<file path="src/fpc_pkg.sv">
/*
  Shared constants and carrier types for the flag pin and analog output configuration block.
  Assumes a single system clock.
  Registers are 16 bits wide and sit at word addresses on a plain strobe port.
*/
// Contract
// [RULE_01] analog pin drives the selected source when enabled, otherwise high impedance
// [RULE_02] gain code 00/01/10/11 selects 1.33, 2.0, 3.0, 5.33
// [RULE_03] unity override bit forces gain 1.0 regardless of gain code
// [RULE_04] output one: code 000 channel 1, 001 channel 3, 101 reference
// [RULE_05] output two: code 000 channel 2, 001 channel 4, 101 reference
// [RULE_06] output three: 000 channel 5, 001 channel 6, 101 reference, 111 supply
// [RULE_07] output two drives its pin only while its enable bit is 1
// [RULE_08] core clock divides system clock by six-bit divider value plus one
// [RULE_09] software must not rewrite the divider once cores run
// [RULE_10] divider 0 or 1 refuses code memory access; 2 or more allows read-only
// [RULE_11] divider 0 forbids core operation and flag-pin driving; 1 or more allows; code clears only mode.flag_drive_allowed, not flag_pin_oe
// [RULE_12] direction bits apply only to flags whose source connects a pin
// [RULE_13] source bit 0: pin alternate function, flag bus from internal flag
// [RULE_14] source 1, direction 0: pin and flag bus both from internal flag
// [RULE_15] source 1, direction 1: flag bus from pin; direction resets to ones
// [RULE_16] flag 4 source 0: flag 4 and 12 pins are sense 4 inputs
// [RULE_17] flag 4 source 1, flag 12 source 0: flag 12 pin is start 8
// [RULE_18] polarity bit 1 inverts flag between pin and bus; resets to zero
// [RULE_19] polarity bits also set start input level when not flags; 0 high
// [RULE_20] start polarity 1 makes the start input active low
// [RULE_21] flags 0-15 map to flag pins 0-4, start 1-8, interrupt, analog 2, debug
package fpc_pkg;

  localparam int ADDR_W = 9;
  localparam int DATA_W = 16;
  localparam int NFLAG = 16;
  localparam int NSTART = 8;
  localparam int DIV_W = 6;

  // word addresses
  localparam logic [8:0] ADDR_AOUT1 = 9'h197;
  localparam logic [8:0] ADDR_AOUT2 = 9'h198;
  localparam logic [8:0] ADDR_AOUT3 = 9'h199;
  localparam logic [8:0] ADDR_CLKDIV = 9'h1a0;
  localparam logic [8:0] ADDR_FDIR = 9'h1a1;
  localparam logic [8:0] ADDR_FINV = 9'h1a2;

  // analog selector field layout
  localparam int AOUT_EN_POS = 0;
  localparam int AOUT_GAIN_POS = 1;
  localparam int AOUT_SRC_POS = 3;
  localparam int AOUT_UNITY_POS = 6;
  localparam logic [15:0] AOUT_MASK = 16'h007f;
  localparam logic [15:0] DIV_MASK = 16'h003f;

  // reset values
  localparam logic [15:0] RST_AOUT = 16'h0000;
  localparam logic [15:0] RST_CLKDIV = 16'h0000;
  localparam logic [15:0] RST_FDIR = 16'hffff;
  localparam logic [15:0] RST_FINV = 16'h0000;

  // source codes
  localparam logic [2:0] SRC_CODE_A = 3'h0;
  localparam logic [2:0] SRC_CODE_B = 3'h1;
  localparam logic [2:0] SRC_CODE_REF = 3'h5;
  localparam logic [2:0] SRC_CODE_SUP = 3'h7;

  // gain codes
  localparam logic [1:0] GAIN_CODE_133 = 2'h0;
  localparam logic [1:0] GAIN_CODE_200 = 2'h1;
  localparam logic [1:0] GAIN_CODE_300 = 2'h2;
  localparam logic [1:0] GAIN_CODE_533 = 2'h3;

  // divider thresholds
  localparam logic [5:0] DIV_MIN_RUN = 6'h01;
  localparam logic [5:0] DIV_MIN_CODE_READ = 6'h02;

  // flag bit positions
  localparam int FLAG_SENSE = 4;
  localparam int FLAG_START1 = 5;
  localparam int FLAG_START8 = 12;

  typedef enum logic [3:0] {
    FPC_SRC_NONE,
    FPC_SRC_CM1,
    FPC_SRC_CM2,
    FPC_SRC_CM3,
    FPC_SRC_CM4,
    FPC_SRC_CM5,
    FPC_SRC_CM6,
    FPC_SRC_REF2V5,
    FPC_SRC_VCCA
  } fpc_src_e;

  typedef enum logic [2:0] {
    FPC_GAIN_1P00,
    FPC_GAIN_1P33,
    FPC_GAIN_2P00,
    FPC_GAIN_3P00,
    FPC_GAIN_5P33
  } fpc_gain_e;

  typedef struct packed {
    logic drive_on;
    fpc_src_e source;
    fpc_gain_e gain;
  } fpc_aout_s;

  typedef struct packed {
    logic core_run_allowed;
    logic flag_drive_allowed;
    logic code_mem_read_allowed;
    logic code_mem_write_allowed;
  } fpc_mode_s;

endpackage

</file>
<file path="src/fpc_aout_decode.sv">
/*
  Decoder for one analog output selector register.
  Assumes the register value comes from a flip-flop on the same clock.
*/
`timescale 1ns/1ns
module fpc_aout_decode #(
  parameter fpc_pkg::fpc_src_e SRC_A = fpc_pkg::FPC_SRC_CM1, // source for code 000
  parameter fpc_pkg::fpc_src_e SRC_B = fpc_pkg::FPC_SRC_CM3, // source for code 001
  parameter bit HAS_SUPPLY = 1'b0 // code 111 routes the supply
) (
  input wire logic [15:0] cfg, // selector register value
  output fpc_pkg::fpc_aout_s aout // decoded selection
);

  wire logic [1:0] aout_gain_code = cfg[fpc_pkg::AOUT_GAIN_POS +: 2];
  wire logic [2:0] aout_source_code = cfg[fpc_pkg::AOUT_SRC_POS +: 3];
  wire logic aout_unity_override = cfg[fpc_pkg::AOUT_UNITY_POS];
  wire logic aout_drive_on = cfg[fpc_pkg::AOUT_EN_POS];
  fpc_pkg::fpc_gain_e code_gain;
  fpc_pkg::fpc_src_e src_sel;

  always_comb
  begin
    unique case (aout_gain_code) // RULE_02
      fpc_pkg::GAIN_CODE_133: code_gain = fpc_pkg::FPC_GAIN_1P33;
      fpc_pkg::GAIN_CODE_200: code_gain = fpc_pkg::FPC_GAIN_2P00;
      fpc_pkg::GAIN_CODE_300: code_gain = fpc_pkg::FPC_GAIN_3P00;
      fpc_pkg::GAIN_CODE_533: code_gain = fpc_pkg::FPC_GAIN_5P33;
    endcase
  end

  // unassigned codes route nothing rather than guess at an internal node
  always_comb
  begin
    src_sel = fpc_pkg::FPC_SRC_NONE;
    if (aout_source_code == fpc_pkg::SRC_CODE_A)
      src_sel = SRC_A; // RULE_04
    else if (aout_source_code == fpc_pkg::SRC_CODE_B)
      src_sel = SRC_B; // RULE_05
    else if (aout_source_code == fpc_pkg::SRC_CODE_REF)
      src_sel = fpc_pkg::FPC_SRC_REF2V5;
    else if (HAS_SUPPLY && aout_source_code == fpc_pkg::SRC_CODE_SUP)
      src_sel = fpc_pkg::FPC_SRC_VCCA; // RULE_06
  end

  assign aout.drive_on = aout_drive_on; // RULE_01
  assign aout.source = src_sel;
  assign aout.gain = aout_unity_override ? fpc_pkg::FPC_GAIN_1P00 : code_gain; // RULE_03

endmodule

</file>
<file path="src/fpc_flag_pin_config.sv">
/*
  Flag pin routing, analog output selection and core clock divider configuration.
  Assumes flag_source and int_flags come from logic on the same clock, and that
  flag pins and start pins arrive asynchronously and are synchronised here.
*/
`timescale 1ns/1ns
module fpc_flag_pin_config #(
  parameter int NFLAG = fpc_pkg::NFLAG // number of flag lanes
) (
  input wire logic clock, // system clock
  input wire logic srst, // synchronous reset, active high
  input wire logic [8:0] reg_addr, // register word address
  input wire logic [15:0] reg_wdata, // write data
  input wire logic reg_wr, // write strobe
  input wire logic reg_rd, // read strobe
  output logic [15:0] reg_rdata, // read data, valid cycle after read strobe
  input wire logic [NFLAG-1:0] flag_source, // per-flag source select
  input wire logic [NFLAG-1:0] int_flags, // internal flag values
  output logic [NFLAG-1:0] flag_bus, // flag bus toward the cores
  input wire logic [NFLAG-1:0] flag_pin_in, // pin levels, asynchronous
  output logic [NFLAG-1:0] flag_pin_out, // pin drive level
  output logic [NFLAG-1:0] flag_pin_oe, // pin drive enable
  output logic [fpc_pkg::NSTART-1:0] start_req, // start requests, active high
  output logic sense4_inputs_active, // flag 4 and 12 pins serve sense 4
  output fpc_pkg::fpc_aout_s aout1, // analog output one selection
  output fpc_pkg::fpc_aout_s aout2, // analog output two selection
  output fpc_pkg::fpc_aout_s aout3, // analog output three selection
  output logic [2:0] analog_pin_oe, // analog pin drive enables
  output logic core_tick, // one-cycle core clock enable pulse
  output fpc_pkg::fpc_mode_s mode // operating modes permitted by divider
);

  logic [15:0] aout1_ff;
  logic [15:0] aout2_ff;
  logic [15:0] aout3_ff;
  logic [15:0] clkdiv_ff;
  logic [15:0] fdir_ff;
  logic [15:0] finv_ff;
  logic [15:0] rdata_ff;
  logic [NFLAG-1:0] pin_meta_ff;
  logic [NFLAG-1:0] pin_sync_ff;
  logic [NFLAG-1:0] flag_bus_ff;
  logic [NFLAG-1:0] pin_out_ff;
  logic [NFLAG-1:0] pin_oe_ff;
  logic [fpc_pkg::NSTART-1:0] start_ff;
  logic [5:0] div_cnt_ff;
  logic tick_ff;

  // register decode
  wire logic hit_aout1 = reg_addr == fpc_pkg::ADDR_AOUT1;
  wire logic hit_aout2 = reg_addr == fpc_pkg::ADDR_AOUT2;
  wire logic hit_aout3 = reg_addr == fpc_pkg::ADDR_AOUT3;
  wire logic hit_clkdiv = reg_addr == fpc_pkg::ADDR_CLKDIV;
  wire logic hit_fdir = reg_addr == fpc_pkg::ADDR_FDIR;
  wire logic hit_finv = reg_addr == fpc_pkg::ADDR_FINV;
  wire logic [15:0] wdata_aout = reg_wdata & fpc_pkg::AOUT_MASK;
  wire logic [15:0] wdata_div = reg_wdata & fpc_pkg::DIV_MASK;

  // unmapped addresses read as zero
  wire logic [15:0] nxt_rdata =
    hit_aout1 ? aout1_ff :
    hit_aout2 ? aout2_ff :
    hit_aout3 ? aout3_ff :
    hit_clkdiv ? clkdiv_ff :
    hit_fdir ? fdir_ff :
    hit_finv ? finv_ff : 16'h0000;

  always_ff @(posedge clock)
  begin
    if (srst)
    begin
      aout1_ff <= fpc_pkg::RST_AOUT;
      aout2_ff <= fpc_pkg::RST_AOUT;
      aout3_ff <= fpc_pkg::RST_AOUT;
      clkdiv_ff <= fpc_pkg::RST_CLKDIV;
      fdir_ff <= fpc_pkg::RST_FDIR; // RULE_15
      finv_ff <= fpc_pkg::RST_FINV; // RULE_18
    end
    else if (reg_wr)
    begin
      if (hit_aout1)
        aout1_ff <= wdata_aout;
      if (hit_aout2)
        aout2_ff <= wdata_aout;
      if (hit_aout3)
        aout3_ff <= wdata_aout;
      // a rewrite while cores run is accepted; keeping it stable is software's job
      if (hit_clkdiv)
        clkdiv_ff <= wdata_div; // RULE_09
      if (hit_fdir)
        fdir_ff <= reg_wdata;
      if (hit_finv)
        finv_ff <= reg_wdata;
    end
  end

  always_ff @(posedge clock)
  begin
    if (srst)
      rdata_ff <= 16'h0000;
    else if (reg_rd)
      rdata_ff <= nxt_rdata;
    else
      rdata_ff <= 16'h0000;
  end

  assign reg_rdata = rdata_ff;

  // analog outputs
  fpc_aout_decode #(
    .SRC_A(fpc_pkg::FPC_SRC_CM1),
    .SRC_B(fpc_pkg::FPC_SRC_CM3),
    .HAS_SUPPLY(1'b0)
  ) u_aout1 (
    .cfg(aout1_ff),
    .aout(aout1)
  );

  fpc_aout_decode #(
    .SRC_A(fpc_pkg::FPC_SRC_CM2),
    .SRC_B(fpc_pkg::FPC_SRC_CM4),
    .HAS_SUPPLY(1'b0)
  ) u_aout2 (
    .cfg(aout2_ff),
    .aout(aout2)
  );

  fpc_aout_decode #(
    .SRC_A(fpc_pkg::FPC_SRC_CM5),
    .SRC_B(fpc_pkg::FPC_SRC_CM6),
    .HAS_SUPPLY(1'b1)
  ) u_aout3 (
    .cfg(aout3_ff),
    .aout(aout3)
  );

  // disabled pins float so all three can share one converter input
  assign analog_pin_oe[0] = aout1.drive_on; // RULE_01
  assign analog_pin_oe[1] = aout2.drive_on; // RULE_07
  assign analog_pin_oe[2] = aout3.drive_on; // RULE_01

  // core clock divider
  wire logic [5:0] core_divide_value = clkdiv_ff[5:0];
  wire logic div_wrap = div_cnt_ff >= core_divide_value;
  wire logic [5:0] nxt_div_cnt = div_wrap ? 6'h00 : 6'(div_cnt_ff + 6'h01);

  // a tick every value+1 cycles, none at value 0; counter restarts cleanly if the value shrinks
  always_ff @(posedge clock)
  begin
    if (srst)
    begin
      div_cnt_ff <= 6'h00;
      tick_ff <= 1'b0;
    end
    else
    begin
      div_cnt_ff <= nxt_div_cnt; // RULE_08
      tick_ff <= div_wrap && mode.core_run_allowed; // RULE_08
    end
  end

  assign core_tick = tick_ff;
  assign mode.core_run_allowed = core_divide_value >= fpc_pkg::DIV_MIN_RUN; // RULE_11
  assign mode.flag_drive_allowed = core_divide_value >= fpc_pkg::DIV_MIN_RUN; // RULE_11
  assign mode.code_mem_read_allowed = core_divide_value >= fpc_pkg::DIV_MIN_CODE_READ; // RULE_10
  assign mode.code_mem_write_allowed = 1'b0; // RULE_10

  // pin synchroniser
  always_ff @(posedge clock)
  begin
    if (srst)
    begin
      pin_meta_ff <= '0;
      pin_sync_ff <= '0;
    end
    else
    begin
      pin_meta_ff <= flag_pin_in;
      pin_sync_ff <= pin_meta_ff;
    end
  end

  // flag routing
  // flag 4 source low turns both flag 4 and flag 12 pins into sense inputs
  wire logic sense4_mode = !flag_source[fpc_pkg::FLAG_SENSE]; // RULE_16
  logic [NFLAG-1:0] pin_is_flag;
  logic [NFLAG-1:0] pin_is_input;
  logic [NFLAG-1:0] nxt_flag_bus;
  logic [NFLAG-1:0] nxt_pin_out;
  logic [NFLAG-1:0] nxt_pin_oe;

  always_comb
  begin
    pin_is_flag = flag_source; // RULE_21
    if (sense4_mode)
      pin_is_flag[fpc_pkg::FLAG_START8] = 1'b0; // RULE_16
    pin_is_input = pin_is_flag & fdir_ff; // RULE_12
  end

  always_comb
  begin
    for (int i = 0; i < NFLAG; i++)
    begin
      if (pin_is_input[i])
        nxt_flag_bus[i] = pin_sync_ff[i] ^ finv_ff[i]; // RULE_15 RULE_18
      else
        nxt_flag_bus[i] = int_flags[i]; // RULE_13 RULE_14
    end
    nxt_pin_out = int_flags ^ finv_ff; // RULE_14 RULE_18
    nxt_pin_oe = pin_is_flag & ~fdir_ff; // RULE_12 RULE_14
  end

  // start inputs sit on flags 5..12; flag 12 is start 8 only outside sense mode
  logic [fpc_pkg::NSTART-1:0] nxt_start;
  always_comb
  begin
    for (int s = 0; s < fpc_pkg::NSTART; s++)
    begin
      // polarity 1 means active low, so the level is inverted
      nxt_start[s] = !pin_is_flag[fpc_pkg::FLAG_START1 + s] &&
        (pin_sync_ff[fpc_pkg::FLAG_START1 + s] ^ finv_ff[fpc_pkg::FLAG_START1 + s]); // RULE_19 RULE_20
    end
    if (sense4_mode)
      nxt_start[fpc_pkg::NSTART-1] = 1'b0; // RULE_17
  end

  always_ff @(posedge clock)
  begin
    if (srst)
    begin
      flag_bus_ff <= '0;
      pin_out_ff <= '0;
      pin_oe_ff <= '0;
      start_ff <= '0;
    end
    else
    begin
      flag_bus_ff <= nxt_flag_bus;
      pin_out_ff <= nxt_pin_out;
      pin_oe_ff <= nxt_pin_oe;
      start_ff <= nxt_start;
    end
  end

  assign flag_bus = flag_bus_ff;
  assign flag_pin_out = pin_out_ff;
  assign flag_pin_oe = pin_oe_ff;
  assign start_req = start_ff;
  assign sense4_inputs_active = sense4_mode; // RULE_16

endmodule

</file>
<file path="config.mk">
export PLATFORM = sky130hd
export DESIGN_NAME = fpc_flag_pin_config
export DESIGN_NICKNAME = d
export VERILOG_FILES = /design/src/fpc_pkg.sv /design/src/fpc_aout_decode.sv /design/src/fpc_flag_pin_config.sv
export SDC_FILE = /design/constraint.sdc
export NUM_CORES = 1
export LEC_CHECK = 0
export ABC_AREA = 0
export BUFFER_PORTS_ARGS = -buffer_cell sky130_fd_sc_hd__buf_2
export CAP_MARGIN = 20
export CORE_ASPECT_RATIO = 1.75
export CORE_MARGIN = 10
export CORE_UTILIZATION = 56
export DETAILED_ROUTE_END_ITERATION = 10
export PLACE_DENSITY = 0.88
export SLEW_MARGIN = 20
export SYNTH_ARGS = -nofsm -noshare
export SYNTH_HDL_FRONTEND = slang
export SYNTH_HIERARCHICAL = 1
export SYNTH_SLANG_ARGS = --single-unit
</file>
<file path="constraint.sdc">
create_clock -name clock -period 2.7 [get_ports clock]
set_clock_uncertainty 0.1 [all_clocks]
set_input_delay 0.405 -clock clock [delete_from_list [all_inputs] [get_ports clock]]
set_output_delay 0.405 -clock clock [all_outputs]
set_load 0.03 [all_outputs]
</file>
==> flow_metrics.py <==
metrics = {
    "min_path": {
        "worstHoldPathType": "in2reg",
    },
    "worst_setup_path": {
        "startpoint_type": "flop",
        "crit_family": "compound AO/OA/AOI/OAI gates",
        "required_ns": 2.95,
        "worst-path-buf-inv": 1,
        "crit_chain": "inv_1 -> ha_1 -> nand2b_1 -> a2111oi_0 -> o311ai_1 -> nor2_1",
        "criticalPathCategory": "reg2reg",
        "cpPeakStageDelay_ns": 0.56,
        "worstSetupEndpointType": "flop",
        "arrival_ns": 2.33,
        "cp_max_fo": 5,
        "slowest_stage": "a2111oi_0",
    },
    "logic_synthesis": {
        "yosysWarnings": 6,
        "ys_types": 54,
        "synth-seq-area-share": 0.508,
        "yosysMostFrequentCell": "dfxtp_1",
        "synth_edf_count": 0,
        "synth.avg_cell_area_um2": 9.69,
        "synthTopCellsByArea": "dfxtp_1 (51%), mux2i_1 (5.5%), xnor2_1 (4.3%), nor2b_1 (3.8%), nor2_1 (3.5%)",
        "yosysTopAreaCell": "dfxtp_1",
        "synth_flop_cell": "dfxtp_1",
        "async_flop_share": 0,
        "syn_nets": 784,
        "synth_top_area_frac": 0.508,
        "synth_commonest_cells": "dfxtp_1 (170), nor2_1 (63), nand2_1 (60)",
        "synth_seq_cells": 170,
        "synthCells": 691,
        "synth.cell_area_um2": 6690,
    },
    "cts": {
        "ctsHoldBuffers": 0,
        "root_buffer": "clkbuf_16",
        "clock_path_buffers": 2,
        "post_cts_resized": 0,
        "clkLatencyLatePin_ns": 0.42,
        "clk_pin_slew_ns": 0.07,
        "cts_tree": "built",
        "htreeDepth": 4,
        "cts_made_buffers": 17,
        "clock-sinks": 170,
        "post_cts_buffers": 0,
    },
    "layout": {
        "layout.nets": 948,
        "final_layout_size_suffix_gt1_frac": 0.271,
        "fin_area_um2": 8210,
        "fill_cells": 887,
        "final_util": 0.705,
        "area_delta_synth_final_pct": 22.7,
    },
    "detailed_routing": {
        "vias": 5625,
        "drc_errors": 0,
        "wl_mm": 19.0,
        "vias_per_cell": 5.60,
        "wl_per_cell_um": 18.9,
        "drt_iter0_markers": 280,
        "first_pass_iters": 5,
        "postRouteAntennaNets": 0,
    },
    "grt": {
        "gr-usage-all-layers": 0.225,
        "grt_max_degree": 54,
        "grt_pass1_vias": 5562,
        "grt_pass1_wl_mm": 29.6,
        "grt_overflow": 0,
        "grt_antenna_before_repair": 2,
    },
    "timing": {
        "worstMarginPinSlew_ns": 0.693,
        "slew_headroom": 0.538,
        "slew_viol_final": 0,
        "max_freq_ghz": 0.483,
        "tns_ns": 0,
        "rsz0062_at_grt": "no",
        "fin_ws_ns": 0.628,
        "holdWs_ns": 0.0764,
        "fin_crit_sh": 0.767,
        "hold_viol": 0,
        "finalSetupViolCount": 0,
        "min_period_ns": 2.07,
    },
    "floorplanning": {
        "rows": 52,
        "die_y_um": 165,
        "ios": 182,
        "start_util": 0.575,
        "core_um2": 11600,
        "die_area_um2": 16900,
        "die_w_um": 103,
    },
    "place": {
        "dpl.hpwl_mm": 14.2,
        "place_ws_ns": 0.421,
        "gp_congestion": 0.976,
        "placed_area_um2": 7600,
        "place.port_buffers": 178,
    },
    "status": {
        "status": "complete, no violations",
    },
    "power": {
        "p_leak_nw": 3.85,
        "cellPowerDensity_nw_per_um2": 652,
        "ir_drop_mv": 0.427,
    },
    "run": {
        "maxCapViolations": 0,
    },
}
-- state kept, by name, summed over array words and instances (netlist names), 8 cells and up --
signal / count
reg_rdata: 16
start_req: 8
finv_ff: 16
flag_pin_oe: 16
pin_meta_ff: 16
flag_pin_out: 16
pin_sync_ff: 16
fdir_ff: 16
flag_bus: 16
-- cell type report --
type	instances	area, um^2	area share
Antenna cell	2	5.00	0.000610
Clock buffer	17	425	0.0518
Clock inverter	15	178	0.0216
Inverter	31	116	0.0142
Multi-Input combinational cell	448	2950	0.360
Sequential cell	170	3400	0.415
Tap cell	135	169	0.0206
Timing Repair Buffer	187	961	0.117
-- power by group --
group / internal [W] / switching (W)
Clock: 0.00132 / 0.00110
Combinational: 0.000126 / 0.000234
Sequential: 0.00256 / 0.0000171
Total: 0.00401 / 0.00135
-- metal layers --
layer | vias up | global-route usage | part of all wire
met5 | - | 0 | 0.00058
met3 | 51 | 0.0577 | 0.084
met1 | 2640 | 0.233 | 0.34
li1 | 2691 | - | -
met2 | 241 | 0.405 | 0.53
met4 | 2 | 0.111 | 0.039
-- worst paths after layout --
check / start / endpoint / slack [ns] / cells after the start
worst max-delay path: div_cnt_ff[0]$_SDFF_PP0_ / div_cnt_ff[3]$_SDFF_PP0_ / 0.63 / 6
worst min-delay path: flag_source[12] / start_req[7]$_SDFF_PP0_ / 0.08 / 2
worst max register to register: div_cnt_ff[0]$_SDFF_PP0_ / div_cnt_ff[3]$_SDFF_PP0_ / 0.63 / 6
worst min register to register: pin_meta_ff[10]$_SDFF_PP0_ / pin_sync_ff[10]$_SDFF_PP0_ / 0.34 / 1
-- worst register-to-register path, cell delays in order (launching register included) --
cell and delay, ns:
dfxtp_1 0.38, inv_1 0.06, ha_1 0.27, nand2b_1 0.15, a2111oi_0 0.56, o311ai_1 0.32
nor2_1 0.17
-- placed cells by master, fill, tap and decap left out, types with 17 or more instances in the layout --
master,count
nor2_1,63
clkbuf_16,17
nor3_1,19
mux2i_1,37
a21oi_1,42
inv_1,31
xnor2_1,33
nand2_1,60
buf_2,177
nor2b_1,41
dfxtp_1,170
-- per-stage QoR --
step | std cells | total power (W)
finish | 1005 | 0.00535
global route | 1004 | 0.00553
CTS | 1003 | 0.00538
detailed placement | 971 | 0.00299
global placement | 971 | 0.00298
floorplan | 691 | 0.00284
-- logic make-up (layout without fill, tap and decap cells) --
logic type	count (synthesis)	after routing	synth area share
XOR/XNOR	38	38	0.0497
other	3	5	0.00168
flip-flops	170	170	0.508
multiplexers	37	37	0.0553
adder cells (fa/ha/maj)	16	16	0.0299
AND/OR/NAND/NOR	242	242	0.193
buffers and inverters	73	250	0.0505
AO/OA/AOI/OAI	112	112	0.112
(Power assumes the default switching activity.)
